$ cat src/include/codec_frame_slot_pkg.sv
// Constants for the codec frame and time-slot configuration block.
// Assumes a Wishbone slave with 32-bit data and word-indexed registers.
package codec_frame_slot_pkg;
    // ==========================================================
    // Register indices (byte address = 4 * index)
    localparam logic [15:0] IDX_MODE = 16'h0000;
    localparam logic [15:0] IDX_IRQ_STATUS = 16'h0001;
    localparam logic [15:0] IDX_IRQ_MASK = 16'h0002;
    localparam logic [15:0] IDX_RX_SLOT_FORMAT = 16'hffd6;
    localparam logic [15:0] IDX_SLOT_FLAGS_HIGH = 16'hffd7;
    localparam logic [15:0] IDX_SLOT_FLAGS_LOW = 16'hffd8;
    // ==========================================================
    // Reset values
    localparam logic [1:0] MODE_RESET = 2'h0;
    localparam logic [7:0] RX_SLOT_FORMAT_RESET = 8'h00;
    localparam logic [7:0] SLOT_FLAGS_HIGH_RESET = 8'h00;
    localparam logic [7:0] SLOT_FLAGS_LOW_RESET = 8'h00;
    localparam logic [2:0] IRQ_RESET = 3'h0;
    // ==========================================================
    // Field positions
    localparam int FRAME_VALID_BIT = 7;
    localparam int PRI_READY_BIT = 6;
    localparam int SEC_READY_BIT = 5;
    localparam int DATA_BITS_LSB = 3;
    localparam int SLOT_LEN_LSB = 0;
    localparam int PRI_READY_IN_BIT = 15;
    localparam int IRQ_FRAME_BIT = 0;
    localparam int IRQ_PRI_BIT = 1;
    localparam int IRQ_SEC_BIT = 2;
    // ==========================================================
    // Frame timing: slot lengths in serial-clock cycles, command slot numbers
    localparam logic [5:0] AC_TAG_SLOT_CYCLES = 6'h10;
    localparam logic [5:0] AC_AUDIO_SLOT_CYCLES = 6'h14;
    localparam logic [3:0] CMD_ADDR_SLOT = 4'h1;
    localparam logic [3:0] CMD_DATA_SLOT = 4'h2;
    // ==========================================================
    typedef enum logic [1:0] {
        MODE_OFF = 2'h0,
        MODE_AC97 = 2'h1,
        MODE_I2S5 = 2'h2
    } port_mode_t;
endpackage

$ cat src/hw/codec_frame_slot_config.sv
// Frame and time-slot configuration of a serial codec port.
// Assumes a classic Wishbone master and an external serial clock that is
// sampled by clk; the audio data path lives elsewhere.
//
// Implementation choice: the Wishbone slave port.
`timescale 1ns/1ps
`default_nettype none
module codec_frame_slot_config
    import codec_frame_slot_pkg::*;
#(
    parameter int NUM_SLOTS = 13
) (
    input wire logic clk, // 200 MHz system clock
    input wire logic rst_n, // Asynchronous reset, active low
    input wire logic wb_cyc_i, // Wishbone cycle
    input wire logic wb_stb_i, // Wishbone strobe
    input wire logic wb_we_i, // Wishbone write enable
    input wire logic [17:0] wb_adr_i, // Wishbone byte address
    input wire logic [3:0] wb_sel_i, // Wishbone byte selects
    input wire logic [31:0] wb_dat_i, // Wishbone write data
    output logic [31:0] wb_dat_o, // Wishbone read data
    output logic wb_ack_o, // Wishbone acknowledge
    output logic irq, // Level interrupt
    input wire logic codecSerialClock, // Serial clock from codec
    input wire logic priDataIn, // Serial data from primary codec
    input wire logic secDataIn, // Serial data from secondary codec
    output logic frameSync, // Frame sync, high during slot 0 in AC97 and mode 5, low while the port is off
    output logic txData, // Outgoing slot-0 tag stream
    output logic [3:0] slotIndex, // Current time slot
    output logic [5:0] bitIndex, // Bit within current slot
    output logic audioDataEn // Mode 5 audio data bit window
);
    // ==========================================================
    // Helpers
    function automatic logic [5:0] codeToCount(input logic [2:0] code);
        case (code)
            3'h0: codeToCount = 6'h08;
            3'h1: codeToCount = 6'h10;
            3'h2: codeToCount = 6'h12;
            3'h3: codeToCount = 6'h14;
            3'h4: codeToCount = 6'h18;
            default: codeToCount = 6'h20;
        endcase
    endfunction

    // ==========================================================
    // Reset release and input synchronisers
    logic [1:0] rstPipe_q;
    logic rstSync_n;
    always_ff @(posedge clk or negedge rst_n) begin
        if (!rst_n) begin
            rstPipe_q <= 2'h0;
        end else begin
            rstPipe_q <= {rstPipe_q[0], 1'b1};
        end
    end
    assign rstSync_n = rstPipe_q[1];

    logic [2:0] sclkPipe_q;
    logic [1:0] priPipe_q, secPipe_q;
    logic sclkRise, sclkFall;
    always_ff @(posedge clk or negedge rstSync_n) begin
        if (!rstSync_n) begin
            sclkPipe_q <= 3'h0;
            priPipe_q <= 2'h0;
            secPipe_q <= 2'h0;
        end else begin
            sclkPipe_q <= {sclkPipe_q[1:0], codecSerialClock};
            priPipe_q <= {priPipe_q[0], priDataIn};
            secPipe_q <= {secPipe_q[0], secDataIn};
        end
    end
    assign sclkRise = sclkPipe_q[1] & ~sclkPipe_q[2];
    assign sclkFall = ~sclkPipe_q[1] & sclkPipe_q[2];

    // ==========================================================
    // Register file and Wishbone slave
    logic [1:0] mode_q, mode_d;
    logic [7:0] fmt_q, fmt_d, high_q, high_d, low_q, low_d;
    logic [2:0] status_q, status_d, mask_q, mask_d;
    logic ack_q, ack_d;
    logic [31:0] rdat_q, rdat_d;
    logic priRdy_q, priRdy_d, secRdy_q, secRdy_d;
    logic irq_q, irq_d;
    logic [2:0] events;
    logic req, wrLane0;
    logic [15:0] idx;
    logic isAc97, isMode5;

    assign req = wb_cyc_i & wb_stb_i & ~ack_q;
    assign idx = wb_adr_i[17:2];
    assign wrLane0 = req & wb_we_i & wb_sel_i[0];
    assign isAc97 = (mode_q == MODE_AC97);
    assign isMode5 = (mode_q == MODE_I2S5);

    always_comb begin
        mode_d = mode_q;
        fmt_d = fmt_q;
        high_d = high_q;
        low_d = low_q;
        mask_d = mask_q;
        status_d = status_q;
        rdat_d = rdat_q;
        ack_d = req;
        if (wrLane0) begin
            case (idx)
                IDX_MODE: mode_d = wb_dat_i[1:0];
                IDX_IRQ_STATUS: status_d = status_q & ~wb_dat_i[2:0];
                IDX_IRQ_MASK: mask_d = wb_dat_i[2:0];
                IDX_RX_SLOT_FORMAT: fmt_d = {2'h0, wb_dat_i[5:0]};
                IDX_SLOT_FLAGS_HIGH: high_d = {wb_dat_i[7], 2'h0,
                                                wb_dat_i[4:0]};
                IDX_SLOT_FLAGS_LOW: low_d = {wb_dat_i[7:3], 3'h0};
                default: ;
            endcase
        end
        // Hardware events win over a simultaneous clear
        status_d = status_d | events;
        if (req && !wb_we_i) begin
            case (idx)
                IDX_MODE: rdat_d = {30'h0, mode_q};
                IDX_IRQ_STATUS: rdat_d = {29'h0, status_q};
                IDX_IRQ_MASK: rdat_d = {29'h0, mask_q};
                IDX_RX_SLOT_FORMAT: rdat_d = {24'h0, fmt_q};
                IDX_SLOT_FLAGS_HIGH: rdat_d = {24'h0, high_q[7], priRdy_q,
                                               secRdy_q, high_q[4:0]};
                IDX_SLOT_FLAGS_LOW: rdat_d = {24'h0, low_q};
                default: rdat_d = 32'h0;
            endcase
        end
        irq_d = |(status_q & mask_q);
    end

    always_ff @(posedge clk or negedge rstSync_n) begin
        if (!rstSync_n) begin
            mode_q <= MODE_RESET;
            fmt_q <= RX_SLOT_FORMAT_RESET;
            high_q <= SLOT_FLAGS_HIGH_RESET;
            low_q <= SLOT_FLAGS_LOW_RESET;
            status_q <= IRQ_RESET;
            mask_q <= IRQ_RESET;
            ack_q <= 1'b0;
            rdat_q <= 32'h0;
            irq_q <= 1'b0;
        end else begin
            mode_q <= mode_d;
            fmt_q <= fmt_d;
            high_q <= high_d;
            low_q <= low_d;
            status_q <= status_d;
            mask_q <= mask_d;
            ack_q <= ack_d;
            rdat_q <= rdat_d;
            irq_q <= irq_d;
        end
    end
    assign wb_ack_o = ack_q;
    assign wb_dat_o = rdat_q;
    assign irq = irq_q;

    // ==========================================================
    // Slot timing and tag stream
    logic [5:0] bit_q, bit_d, slotLen, dataBits;
    logic [3:0] slot_q, slot_d;
    logic fs_q, fs_d, tx_q, tx_d, den_q, den_d;
    logic [15:0] tagWord;
    logic frameStart;

    always_comb begin
        // Slot 0 tag: frame valid, command slot bits held low, audio slots 3..12
        tagWord = {high_q[FRAME_VALID_BIT], 2'h0, high_q[4:0],
                   low_q[7:3], 3'h0};
        dataBits = codeToCount(fmt_q[DATA_BITS_LSB +: 3]);
        if (isAc97) begin
            slotLen = (slot_q == 4'h0) ? AC_TAG_SLOT_CYCLES
                                       : AC_AUDIO_SLOT_CYCLES;
        end else begin
            slotLen = codeToCount(fmt_q[SLOT_LEN_LSB +: 3]);
        end
        bit_d = bit_q;
        slot_d = slot_q;
        fs_d = fs_q;
        tx_d = tx_q;
        den_d = den_q;
        frameStart = 1'b0;
        if (!isAc97 && !isMode5) begin
            bit_d = 6'h0;
            slot_d = 4'h0;
            fs_d = 1'b0;
            tx_d = 1'b0;
            den_d = 1'b0;
        end else if (sclkRise) begin
            if (bit_q == slotLen - 6'h1) begin
                bit_d = 6'h0;
                if (slot_q == 4'(NUM_SLOTS - 1)) begin
                    slot_d = 4'h0;
                    frameStart = 1'b1;
                end else begin
                    slot_d = slot_q + 4'h1;
                end
            end else begin
                bit_d = bit_q + 6'h1;
            end
            fs_d = (slot_d == 4'h0);
            tx_d = isAc97 && (slot_d == 4'h0) &&
                   tagWord[4'hf - bit_d[3:0]];
            // Command slots carry full-width words
            den_d = isMode5 && ((slot_d == CMD_ADDR_SLOT) ||
                    (slot_d == CMD_DATA_SLOT) || (bit_d < dataBits));
        end
    end

    always_comb begin
        priRdy_d = priRdy_q;
        secRdy_d = secRdy_q;
        if (isAc97 && sclkFall && slot_q == 4'h0 && bit_q == 6'h0) begin
            priRdy_d = priPipe_q[1];
            secRdy_d = secPipe_q[1];
        end
        events = 3'h0;
        events[IRQ_FRAME_BIT] = frameStart;
        events[IRQ_PRI_BIT] = priRdy_d ^ priRdy_q;
        events[IRQ_SEC_BIT] = secRdy_d ^ secRdy_q;
    end

    always_ff @(posedge clk or negedge rstSync_n) begin
        if (!rstSync_n) begin
            bit_q <= 6'h0;
            slot_q <= 4'h0;
            fs_q <= 1'b0;
            tx_q <= 1'b0;
            den_q <= 1'b0;
            priRdy_q <= 1'b0;
            secRdy_q <= 1'b0;
        end else begin
            bit_q <= bit_d;
            slot_q <= slot_d;
            fs_q <= fs_d;
            tx_q <= tx_d;
            den_q <= den_d;
            priRdy_q <= priRdy_d;
            secRdy_q <= secRdy_d;
        end
    end
    assign frameSync = fs_q;
    assign txData = tx_q;
    assign slotIndex = slot_q;
    assign bitIndex = bit_q;
    assign audioDataEn = den_q;
endmodule
`default_nettype wire

$ cat config.mk
export PLATFORM = sky130hd
export DESIGN_NAME = codec_frame_slot_config
export DESIGN_NICKNAME = d
export VERILOG_FILES = /design/src/include/codec_frame_slot_pkg.sv /design/src/hw/codec_frame_slot_config.sv
export SDC_FILE = /design/constraint.sdc
export NUM_CORES = 1
export LEC_CHECK = 0
export ABC_AREA = 1
export BUFFER_PORTS_ARGS = -buffer_cell sky130_fd_sc_hd__buf_2
export CORE_MARGIN = 1.5
export CORE_UTILIZATION = 47
export CTS_CLUSTER_SIZE = 16
export DETAILED_ROUTE_END_ITERATION = 7
export PLACE_DENSITY = 0.77
export SYNTH_ARGS = -nofsm -noshare
export SYNTH_HDL_FRONTEND = slang
export SYNTH_SLANG_ARGS = --single-unit
$ cat constraint.sdc
create_clock -name clk -period 1.7 [get_ports clk]
set_input_delay 0.425 -clock clk [delete_from_list [all_inputs] [get_ports clk]]
set_output_delay 0.425 -clock clk [all_outputs]
set_load 0.02 [all_outputs]
### Word level (Yosys, flattened, before mapping)

Index checks and enable logic that the tools add are counted.

* flip-flop bits (word level): 83
* input port bits: 62
* output and inout port bits: 47
* word-level logic and storage cells: 118

* $add $sub $neg: 4
* $lt $le $gt $ge: 2
* equal/unequal tests: 19
* muxes and demuxes: 32
* bitwise operators: 15
* reduce and logical (&&, ||, !) cells: 26

Operators with widths (count)
* $pmux W6 S5: 2
* $eq A16 B16 Y1 const B: 3
* $pmux W8 S6: 1
* $mux W6: 6
* $mux W4: 6
* $eq A16 B1 Y1 const B: 1
* $eq A16 B2 Y1 const B: 1
* $logic_not A16 Y1: 1
* $mux W1: 13
* $eq A3 B2 Y1 const B: 4
* $reduce_and A2 Y1: 5
* $mux W3: 3
* $logic_and A1 B1 Y1: 8
* $logic_not A4 Y1: 2
* $add A6 B1 Y6 const B: 1
* $and A1 B1 Y1: 6
* $and A3 B3 Y3: 2
* $eq A3 B1 Y1 const B: 2
* $eq A3 B3 Y1 const B: 2
* $eq A6 B6 Y1: 1
* $logic_not A3 Y1: 2
* $logic_not A6 Y1: 1
* $lt A6 B6 Y1: 1
* $sub A6 B1 Y6 const B: 1
* other kinds (17): 23

### Logic depth before layout (Yosys ltp)

Gate-level depths: netlist of the first run.

* word-level depth: 14
* depth in mapped cells: 24
* gate-level depth less buffers: 23

### Worst setup path before layout of the first run

Ideal clock, no wire load.

* kind: register to register
* from: register slot_q[0], in the netlist slotIndex[0]
* to: register den_q, in the netlist audioDataEn
* setup time: 66 ps
* arrival: 3000 ps
* data required time: 1634 ps
* setup slack: -1365 ps
* stages on the path, launching flop included: 25
* buffers on the path: 1
* clock period less this slack: 3065 ps
* path through: dfrtp_1 -> inv_1 -> ha_1 -> nand2_1 -> nand2_1 -> inv_1 -> a31oi_1 -> ha_1 -> nor2_1 -> nand2_1 -> nand3_2 -> nand3_2 -> nor2_4 -> nand2_2 -> buf_6 -> nand3_1 -> inv_1 -> ha_1 -> a21oi_1 -> nor2_1 -> a211oi_1 -> nand2_1 -> nand2_1 -> nand2_1 -> nand2_1

* cells in the longest elaborated chain, start to end: 14
* elaborated cells between the ends (all ways): 22
* classes of those cells: add/sub (2); order compare (1); eq/ne (4); mux (11); reduce/logical (4)

RTL lines
* start, declared: RTL line codec_frame_slot_config.sv:164 `logic [3:0] slot_q, slot_d;`
* start signal, assigned: RTL line codec_frame_slot_config.sv:237 `slot_q <= slot_d;`
* parallel branches: the longest is 10 deep, another holds $sub A6 B1 Y6
* $logic_or A1 B1 Y1 (*): RTL line codec_frame_slot_config.sv:209 `(slot_d == CMD_DATA_SLOT) || (bit_d < dataBits));`
* $logic_and A1 B1 Y1 (*): RTL line codec_frame_slot_config.sv:208 `den_d = isMode5 && ((slot_d == CMD_ADDR_SLOT) ||`
* $mux W1 (*): RTL line codec_frame_slot_config.sv:192 `end else if (sclkRise) begin`
* $mux W1 (*): RTL line codec_frame_slot_config.sv:186 `if (!isAc97 && !isMode5) begin`
* end signal, assigned: RTL line codec_frame_slot_config.sv:240 `den_q <= den_d;`
* end, declared: RTL line codec_frame_slot_config.sv:165 `logic fs_q, fs_d, tx_q, tx_d, den_q, den_d;`

Every way passes the cells marked *. The select of a mux whose other input is x is not followed.
A chain may end at the register's enable or synchronous reset.

### Worst setup path in the final report of the first run

Ends and elaborated chain as after synthesis.

==> results.py, run 1 <==
metrics = {
    "logic_synthesis": {
        "synth.top_cells.by_count": "nand2_1 (132), dfrtp_1 (59), inv_1 (55), o21ai_0 (36), nand3_1 (33)",
        "synth-seq-area-share_pct": 41.8,
        "yosys_warnings": 0,
        "yosysTopAreaCellShare_pct": 41.8,
        "synth_top_cells_by_area": "dfrtp_1 (42%), nand2_1 (14%), inv_1 (5.8%)",
        "synth_area_leader_cell": "dfrtp_1",
        "syn_inst": 467,
        "synth.most_common_cell": "nand2_1",
        "ys_ff_latch": 59,
        "postSynthAreaPerCell_um2": 7.57,
        "synth_ff_type": "dfrtp_1",
        "synth_edf_count": 0,
        "syn_area_um2": 3530,
        "async_flop_share_pct": 100,
        "ys_types": 35,
    },
    "pwr": {
        "peakVddDrop_mv": 0.482,
        "p_leak_nw": 2.47,
        "power_density_nw_per_um2": 600,
    },
    "routing": {
        "vias": 3647,
        "drc": 0,
        "routed_wl_um": 9760,
        "routed_via_density": 5.17,
        "drt_iter0_markers": 277,
        "drt-wirelength-per-cell_um": 13.8,
        "ant_nets": 0,
        "dr.pass1.iters": 5,
    },
    "worst_hold_path": {
        "hold_path.class": "in2reg",
        "hold_depth": 1,
        "min_from": "priDataIn",
    },
    "outcome": {
        "violations": "negative setup slack",
        "status": "finished, violations left",
    },
    "timing": {
        "drv_slew": 0,
        "hold_violations": 0,
        "layout_setup_ws_ns": -1.12,
        "grt_setup_unrepaired": "true",
        "post-route-period-util_pct": 166,
        "fin_crit_ns": 2.82,
        "setup_violations": 16,
        "fin_skew_ns": 0.0137,
        "fmax_mhz": 355,
    },
    "critical_path": {
        "crit_arrival_ns": 3.10,
        "r2r-end": "audioDataEn",
        "worstSetupPathType": "reg2reg",
        "endpoint": "audioDataEn",
        "crit_required_ns": 1.98,
        "r2r-start": "slotIndex[0]",
        "crit_start": "slotIndex[0]",
        "worstRegToRegCells": 21,
        "start_kind": "flop",
        "crit_fanout": 5,
        "end_kind": "flop",
        "reg2reg_slack_ns": -1.12,
    },
    "die": {
        "ioPinCount": 109,
        "die_width_um": 89.7,
        "start_util_pct": 48.7,
        "row_count": 31,
        "fp.coreArea_um2": 7250,
        "die_h_um": 89.7,
        "design.die.area_um2": 8050,
    },
    "place": {
        "port_buffers": 55,
        "hpwl_um": 6910,
        "post_dp_cell_area_um2": 4380,
        "routabilityCongestion": 0.871,
        "placed_cells": 679,
    },
    "clock_network": {
        "clk_pin_slew_ns": 0.08,
        "ctsRootBufferMaster": "clkbuf_8",
        "cts_tree": "yes",
        "worstSkewPairLatency_ns": 0.35,
        "cts_inserted_buffers": 9,
        "cts.sinks": 59,
        "ctsLongestPathBuffers": 2,
        "cts_max_level": 3,
    },
    "global_route": {
        "grt_pass1_wl_um": 15900,
        "grt_overflow_total": 0,
        "antenna_found_initial": 0,
        "grt_max_degree": 58,
        "grt_pass1_vias": 3538,
        "grtUsageTotal_pct": 24.5,
    },
    "cells_and_area": {
        "area_growth_syn_to_layout_pct": 36.5,
        "n_antenna_cell": 0,
        "layout.nets": 674,
        "final_cell_area_um2": 4820,
        "fin_cells": 705,
        "drive_gt1_share_pct": 36.0,
    },
    "job": {
        "max_cap_violations": 0,
    },
}
-- flip-flops by register name, summed over array words and instances, names as in the netlist, 2 cells and up --
register    count
sclkPipe_q      3
slotIndex       4
mode_q          2
priPipe_q       2
secPipe_q       2
status_q        3
bitIndex        6
wb_dat_o        8
high_q          6
low_q           5
fmt_q           6
mask_q          3
rstPipe_q       2
-- cell families after synthesis --
| group | share of synthesized area [%] |
|---|---|
| buffers and inverters | 12.2 |
| AOI/OAI and AO/OA | 10.6 |
| and+or+nand+nor | 30.3 |
| adders and majority gates | 3.89 |
| DFF | 41.8 |
| xor gates and xnor gates | 0.991 |
| other | 0.212 |
-- where the power goes --
group	leakage [nW]	total [mW]	internal (mW)	switching [mW]
clock network	0.0962	1.30	0.685	0.618
registers	0.783	1.42	1.42	0.00669
logic	1.59	0.168	0.0459	0.122
total	2.47	2.89	2.15	0.747
-- layout make-up --
class,count,area (µm²)
repair buffers,129,857
fillers,579,2430
inverters,60,231
clock buffers,9,124
well taps,99,124
multi-input cells,342,1930
clock inverters,7,76.3
flip-flops and latches,59,1480
-- critical path: stages, from the launching register on --
cell      delay, ns
dfrtp_2        0.43
inv_2          0.09
ha_4           0.14
nand2_4        0.05
nand2_4        0.07
inv_2          0.03
a31oi_1        0.15
ha_2           0.32
a21oi_2        0.15
nand3_2        0.10
nor2_4         0.14
nand2_4        0.11
inv_4          0.10
nor2_4         0.05
ha_4           0.25
nand2_2        0.08
nor2_2         0.05
a211oi_2       0.21
nand2_1        0.07
nand2_1        0.06
nand2_1        0.04
nand2_1        0.06
-- cell usage in the layout, fill, tap and decap left out, drive strengths merged, types with 9 or more instances in the layout --
cell,Yosys,layout
inv,59,61
clkbuf,4,9
conb,2,25
buf,25,128
dfrtp,59,59
ha,11,11
nand2,142,142
nor3,9,9
nor2,33,33
o21ai,42,42
nand3,38,38
-- how the worst min path moves through the flow --
stage and endpoint:
4_1_cts priPipe_q[0], 6_report priPipe_q[0], 3_5_place_dp rstPipe_q[0], 3_3_place_gp rstPipe_q[0], 5_1_grt secPipe_q[0], 2_1_floorplan rstPipe_q[0]
-- through the flow --
step	setup TNS [ns]	setup WS, ns	utilization (%)	power [mW]	hold slack, ns
3_5_place_dp	-8.86	-1.16	60.4	1.61	0.215
2_1_floorplan	-6.50	-1.08	-	1.59	0.129
5_1_grt	-11.78	-1.26	66.5	3.00	0.162
4_1_cts	-7.88	-1.06	64.6	2.91	0.167
6_report	-10.09	-1.12	66.5	2.89	0.170
3_3_place_gp	-7.71	-1.03	60.4	1.61	0.210
-- repair_timing --
item	in CTS	in global routing
endpoints found under the hold margin	2	0
hold buffers	1	0
buffers inserted	4	6
setup endpoints to repair	17	18
gates resized for setup	17	25
pin swaps	17	27
-- metal layers --
metal  wire length (µm)  global-route usage (%)
met1               4070                    30.1
met2               4870                    42.1
met3                553                    4.74
met4                267                    10.3
met5                  0                       0
Note: power is estimated with default switching activity, not from simulation.
==> run 2: changes to the inputs <==
- BUFFER_PORTS_ARGS: -buffer_cell sky130_fd_sc_hd__buf_2 -> default
- CORE_UTILIZATION: 47 -> 58
- DONT_BUFFER_PORTS: default -> 1
- HOLD_SLACK_MARGIN: default -> 0.05
- PLACE_DENSITY: 0.77 -> 0.76
==> run 2 against run 1 <==
Core utilization rose by 11 points; flip-flop and latch count unchanged; maximum frequency fell by 1.9%; count of clock-buffer cells in the layout up 1; power decreased by 3.6%; combinational power shrank 24%; the run still ends with negative setup slack left; die area is 18% lower; clock skew fell by 0.0080 ns; global-route usage increased by 8.0 points; register-to-register slack worse by 0.05 ns; critical endpoint unchanged; largest power group unchanged.
==> results.py, run 2 (synthesis gave the netlist of run 1 again) <==
metrics = {
    "place": {
        "port_buffers": 0,
        "hpwl_um": 6760,
        "routabilityCongestion": 0.894,
        "placed_cells": 599,
    },
    "clock_network": {
        "cts.sinks": 59,
        "cts_tree": "yes",
        "clk_pin_slew_ns": 0.07,
        "cts_max_level": 3,
        "ctsLongestPathBuffers": 2,
        "cts_inserted_buffers": 9,
        "worstSkewPairLatency_ns": 0.35,
        "ctsRootBufferMaster": "clkbuf_8",
    },
    "timing": {
        "fmax_mhz": 348,
        "fin_skew_ns": 0.00578,
        "drv_slew": 0,
        "timing.hold.ws_ns": 0.101,
        "layout_setup_ws_ns": -1.17,
        "grt_setup_unrepaired": "true",
        "setup_violations": 15,
        "finalSetupTns_ns": -11.33,
        "hold_violations": 0,
        "post-route-period-util_pct": 169,
        "fin_crit_ns": 2.87,
    },
    "worst_hold_path": {
        "hold_path.class": "in2reg",
    },
    "critical_path": {
        "worstSetupPathType": "reg2reg",
        "start_kind": "flop",
        "crit_required_ns": 1.99,
        "crit_fanout": 5,
        "end_kind": "flop",
        "crit_arrival_ns": 3.16,
    },
    "pwr": {
        "power_density_nw_per_um2": 609,
        "p_sw_share_pct": 24.7,
        "internal_power_mw": 2.10,
        "peakVddDrop_mv": 0.635,
        "p_total_mw": 2.79,
        "clkPwrFrac_pct": 44.4,
        "switchingPower_uw": 690,
        "p_leak_nw": 2.26,
        "p_seq_share_pct": 51.0,
        "share_comb_of_total_power_pct": 4.5,
    },
    "die": {
        "row_count": 28,
        "fp.coreArea_um2": 5890,
        "die_width_um": 81.1,
        "start_util_pct": 60.1,
        "design.die.area_um2": 6570,
        "die_h_um": 81.1,
        "ioPinCount": 109,
    },
    "routing": {
        "routed_wl_um": 10600,
        "dr.pass1.iters": 6,
        "wl_met3_um": 957,
        "ant_nets": 0,
        "drc": 0,
        "drt-wirelength-per-cell_um": 16.8,
        "vias": 3636,
        "routed.top_layer": "met4",
        "m1WireLength_um": 3990,
        "drt_iter0_markers": 434,
        "routed_via_density": 5.75,
        "wl_met2_um": 5120,
    },
    "cells_and_area": {
        "largest_reg_flops": 8,
        "nFillCells": 403,
        "area_growth_syn_to_layout_pct": 29.6,
        "final_common_cell": "nand2_1",
        "multi_input_area_um2": 1930,
        "utilization_pct": 77.8,
        "drive_gt1_share_pct": 30.7,
        "ff_latch_area_um2": 1480,
        "n_antenna_cell": 0,
        "fin_cells": 632,
        "final_cell_mix": "nand2_1 (124), buf_4 (71), dfrtp_1 (54)",
        "layout.nets": 626,
    },
    "outcome": {
        "violations": "negative setup slack",
        "status": "finished, violations left",
    },
    "global_route": {
        "grt_pass1_vias": 3341,
        "grt_overflow_total": 0,
        "grtUsageTotal_pct": 32.6,
        "grt_max_degree": 58,
        "grt_pass1_wl_um": 15800,
        "antenna_found_initial": 0,
    },
    "job": {
        "max_cap_violations": 0,
    },
}
-- run 2: power by group through the flow --
| stage | clock network [mW] | logic (mW) | registers, mW |
|---|---|---|---|
| after global routing | 1.31 | 0.145 | 1.42 |
| after floorplan | 0 | 0.120 | 1.47 |
| after CTS | 1.24 | 0.125 | 1.42 |
| after detailed placement | 0 | 0.122 | 1.45 |
| after global placement | 0 | 0.120 | 1.45 |
| final | 1.24 | 0.127 | 1.42 |
-- run 2: area by class of cell --
cell class / instances / share of cell area (%)
Clock inverter: 5 / 1.20
Tap cell: 75 / 2.05
Sequential cell: 59 / 32.4
Clock buffer: 10 / 2.79
Inverter: 60 / 5.08
Multi-Input combinational cell: 342 / 42.2
Timing Repair Buffer: 81 / 14.3
-- run 2: repair_timing --
item / 4_1_cts / 5_1_grt
hold buffers: 1 / 0
endpoints found under the hold margin: 2 / 0
pin swaps: 20 / 10
gates resized for setup: 16 / 36
setup endpoints to repair: 17 / 30
setup buffers: 14 / 5
-- run 2: critical path: stages (launching register included) --
cell and delay [ns]:
dfrtp_2 0.44, inv_4 0.08, ha_4 0.15, nand2_4 0.07
nand2_4 0.08, inv_2 0.03, a31oi_1 0.16, ha_2 0.28
nand3_2 0.12, nand3_2 0.12, nand3_2 0.09, nor2_4 0.16
nand2_4 0.11, inv_4 0.09, nor2_2 0.04, ha_1 0.28
nand2_1 0.08, nor2_1 0.05, a211oi_2 0.13, nand2_1 0.08
nand2_1 0.06, nand2_1 0.05, nand2_1 0.06
-- run 2: metal layers --
layer,vias to the layer above,GRT usage [%]
li1,1638,-
met1,1678,40.1
met2,248,51.9
met3,72,10.2
met4,0,15.3
met5,-,0
-- run 2: worst paths after layout --
check | startpoint | end | slack, ns | cells after the start
worst max-delay path | slotIndex[0] | audioDataEn | -1.17 | 22
worst min register to register | rstPipe_q[1] | sclkPipe_q[2] | 0.26 | 1
max in group asynchronous | rstPipe_q[1] | bitIndex[0] | 1.17 | 1
worst max register to register | slotIndex[0] | audioDataEn | -1.17 | 22
min in group asynchronous | rstPipe_q[1] | sclkPipe_q[2] | 0.26 | 1
worst min-delay path | codecSerialClock | sclkPipe_q[0] | 0.10 | 0
-- run 2: metrics by stage --
step                cell area, µm²  worst slack, ns
finish                        4580            -1.17
global route                  4580            -1.32
global placement              4070            -1.00
floorplan                     3690            -1.08
CTS                           4430            -1.06
detailed placement            4070            -1.15
==> run 3: changes to the inputs <==
- CORE_MARGIN: 1.5 -> default
- CTS_CLUSTER_SIZE: 16 -> 20
==> run 3 against run 2 <==
Largest power group unchanged; cell count increased by 1.1%; the run still ends with negative setup slack left; power increased by 4.4%; critical endpoint unchanged; first-iteration DRC count decreased by 2.5%; critical path depth decreased by 2; die area decreased by 2.5%; clock power increased by 9.7%; sequential power about the same; via count decreased by 1.1%; worst hold slack improved by 0.00090 ns.
==> results.py, run 3 (synthesis gave the netlist of run 1 again) <==
metrics = {
    "outcome": {
        "status": "finished, violations left",
        "violations": "negative setup slack",
    },
    "cells_and_area": {
        "layout.nets": 632,
        "n_antenna_cell": 0,
        "area_growth_syn_to_layout_pct": 32.1,
        "largest_reg_flops": 8,
        "final_cell_mix": "nand2_1 (121), buf_4 (79), dfrtp_1 (55)",
        "final_common_cell": "nand2_1",
        "drive_gt1_share_pct": 31.7,
        "fin_cells": 639,
        "final_cell_area_um2": 4670,
    },
    "timing": {
        "drv_slew": 0,
        "fmax_mhz": 355,
        "fin_crit_ns": 2.82,
        "layout_setup_ws_ns": -1.12,
        "hold_violations": 0,
        "setup_violations": 15,
        "finalSetupTns_ns": -9.70,
        "fin_skew_ns": 0.0137,
        "post-route-period-util_pct": 166,
        "grt_setup_unrepaired": "true",
    },
    "global_route": {
        "grt_pass1_vias": 3345,
        "grt_overflow_total": 0,
        "grtUsageTotal_pct": 32.6,
        "antenna_found_initial": 0,
        "grt_max_degree": 40,
        "grt_pass1_wl_um": 15600,
    },
    "place": {
        "routabilityCongestion": 0.875,
        "hpwl_um": 6730,
        "post_dp_cell_area_um2": 4100,
        "place_ws_ns": -1.13,
        "placed_cells": 603,
        "port_buffers": 0,
    },
    "pwr": {
        "peakVddDrop_mv": 0.658,
        "p_total_mw": 2.91,
        "power_density_nw_per_um2": 624,
        "p_leak_nw": 2.29,
    },
    "clock_network": {
        "cts_tree": "yes",
        "cts.sinks": 59,
        "worstSkewPairLatency_ns": 0.36,
        "ctsRootBufferMaster": "clkbuf_8",
        "cts_inserted_buffers": 9,
        "cts_max_level": 3,
        "clk_pin_slew_ns": 0.07,
        "ctsLongestPathBuffers": 2,
    },
    "die": {
        "ioPinCount": 109,
        "die_h_um": 80.1,
        "fp.coreArea_um2": 5890,
        "row_count": 28,
        "design.die.area_um2": 6410,
        "die_width_um": 80.1,
        "start_util_pct": 60.1,
    },
    "critical_path": {
        "r2r-end": "audioDataEn",
        "end_kind": "flop",
        "worstSetupPathType": "reg2reg",
        "start_kind": "flop",
        "worstRegToRegCells": 20,
        "critPathMaxStageDelay_ns": 0.41,
        "crit_required_ns": 1.99,
        "crit_arrival_ns": 3.10,
        "reg2reg_slack_ns": -1.12,
        "cpMostUsedCell": "nand2_1",
        "crit_fanout": 5,
        "r2r-start": "mode_q[0]",
        "path_cells": "ha_4, nor2_4, nand3_2, ha_4, nor2_4, nand2_1, nand3_2, nand3_2, nor2_4, nand2_4, inv_4, nor2_2, ha_1, nand2_1, nor2_1, a211oi_2, nand2_1, nand2_1, nand2_1, nand2_1",
        "crit_start": "mode_q[0]",
        "cp_slowest_cell": "dfrtp_1",
    },
    "worst_hold_path": {
        "min_from": "secDataIn",
        "hold_depth": 0,
        "hold_path.class": "in2reg",
        "whs_endpoint": "secPipe_q[0]",
    },
    "routing": {
        "drc": 0,
        "vias": 3597,
        "drt_iter0_markers": 423,
        "drt-wirelength-per-cell_um": 16.1,
        "routed_wl_um": 10300,
        "routed_via_density": 5.63,
        "ant_nets": 0,
        "dr.pass1.iters": 5,
    },
    "job": {
        "max_cap_violations": 0,
    },
}
## run 3: power by group
| group | switching, mW | internal, mW |
|---|---|---|
| clock | 0.606 | 0.758 |
| sequential | 0.0151 | 1.42 |
| combinational | 0.0978 | 0.0207 |
## run 3: cell type report
class                   instances  area, µm²
repair buffers                 87        691
clock inverters                 5       61.3
inverters                      60        230
fillers                       371       1220
well taps                      75       93.8
clock buffers                  11        151
multi-input cells             342       1960
flip-flops and latches         59       1480
## run 3: timing repair
action	CTS	global route
buffers inserted	12	11
pin swaps	18	12
endpoints found under the setup margin	17	27
resized for setup	29	22
endpoints found under the hold margin	2	0
hold buffers	1	0
## run 3: stage by stage
| step | utilization (%) | hold WS (ns) |
|---|---|---|
| global route | 79.3 | 0.0825 |
| detailed placement | 69.6 | 0.129 |
| CTS | 76.6 | 0.0902 |
| finish | 79.3 | 0.102 |
| floorplan | - | 0.129 |
| global placement | 69.6 | 0.129 |
## run 3: how the worst max path moves through the flow
stage / to / depth (start not counted)
floorplan: audioDataEn / 22
global route: audioDataEn / 20
finish: audioDataEn / 20
global placement: audioDataEn / 22
detailed placement: audioDataEn / 22
CTS: audioDataEn / 21
## run 3: worst max-delay path: cells and delay by family (launching register included)
family,cells,cell delay [ns]
simple gates,15,1.41
fa+ha+maj,3,0.68
compound gates,1,0.15
flops,1,0.41
buf+inv,1,0.10
## run 3: layer usage
metal	up-vias	global-route usage (%)	wire (µm)
li1	1652	-	-
met1	1679	42.0	3930
met2	211	52.6	4970
met3	55	6.25	869
met4	0	15.5	487
met5	-	0	0
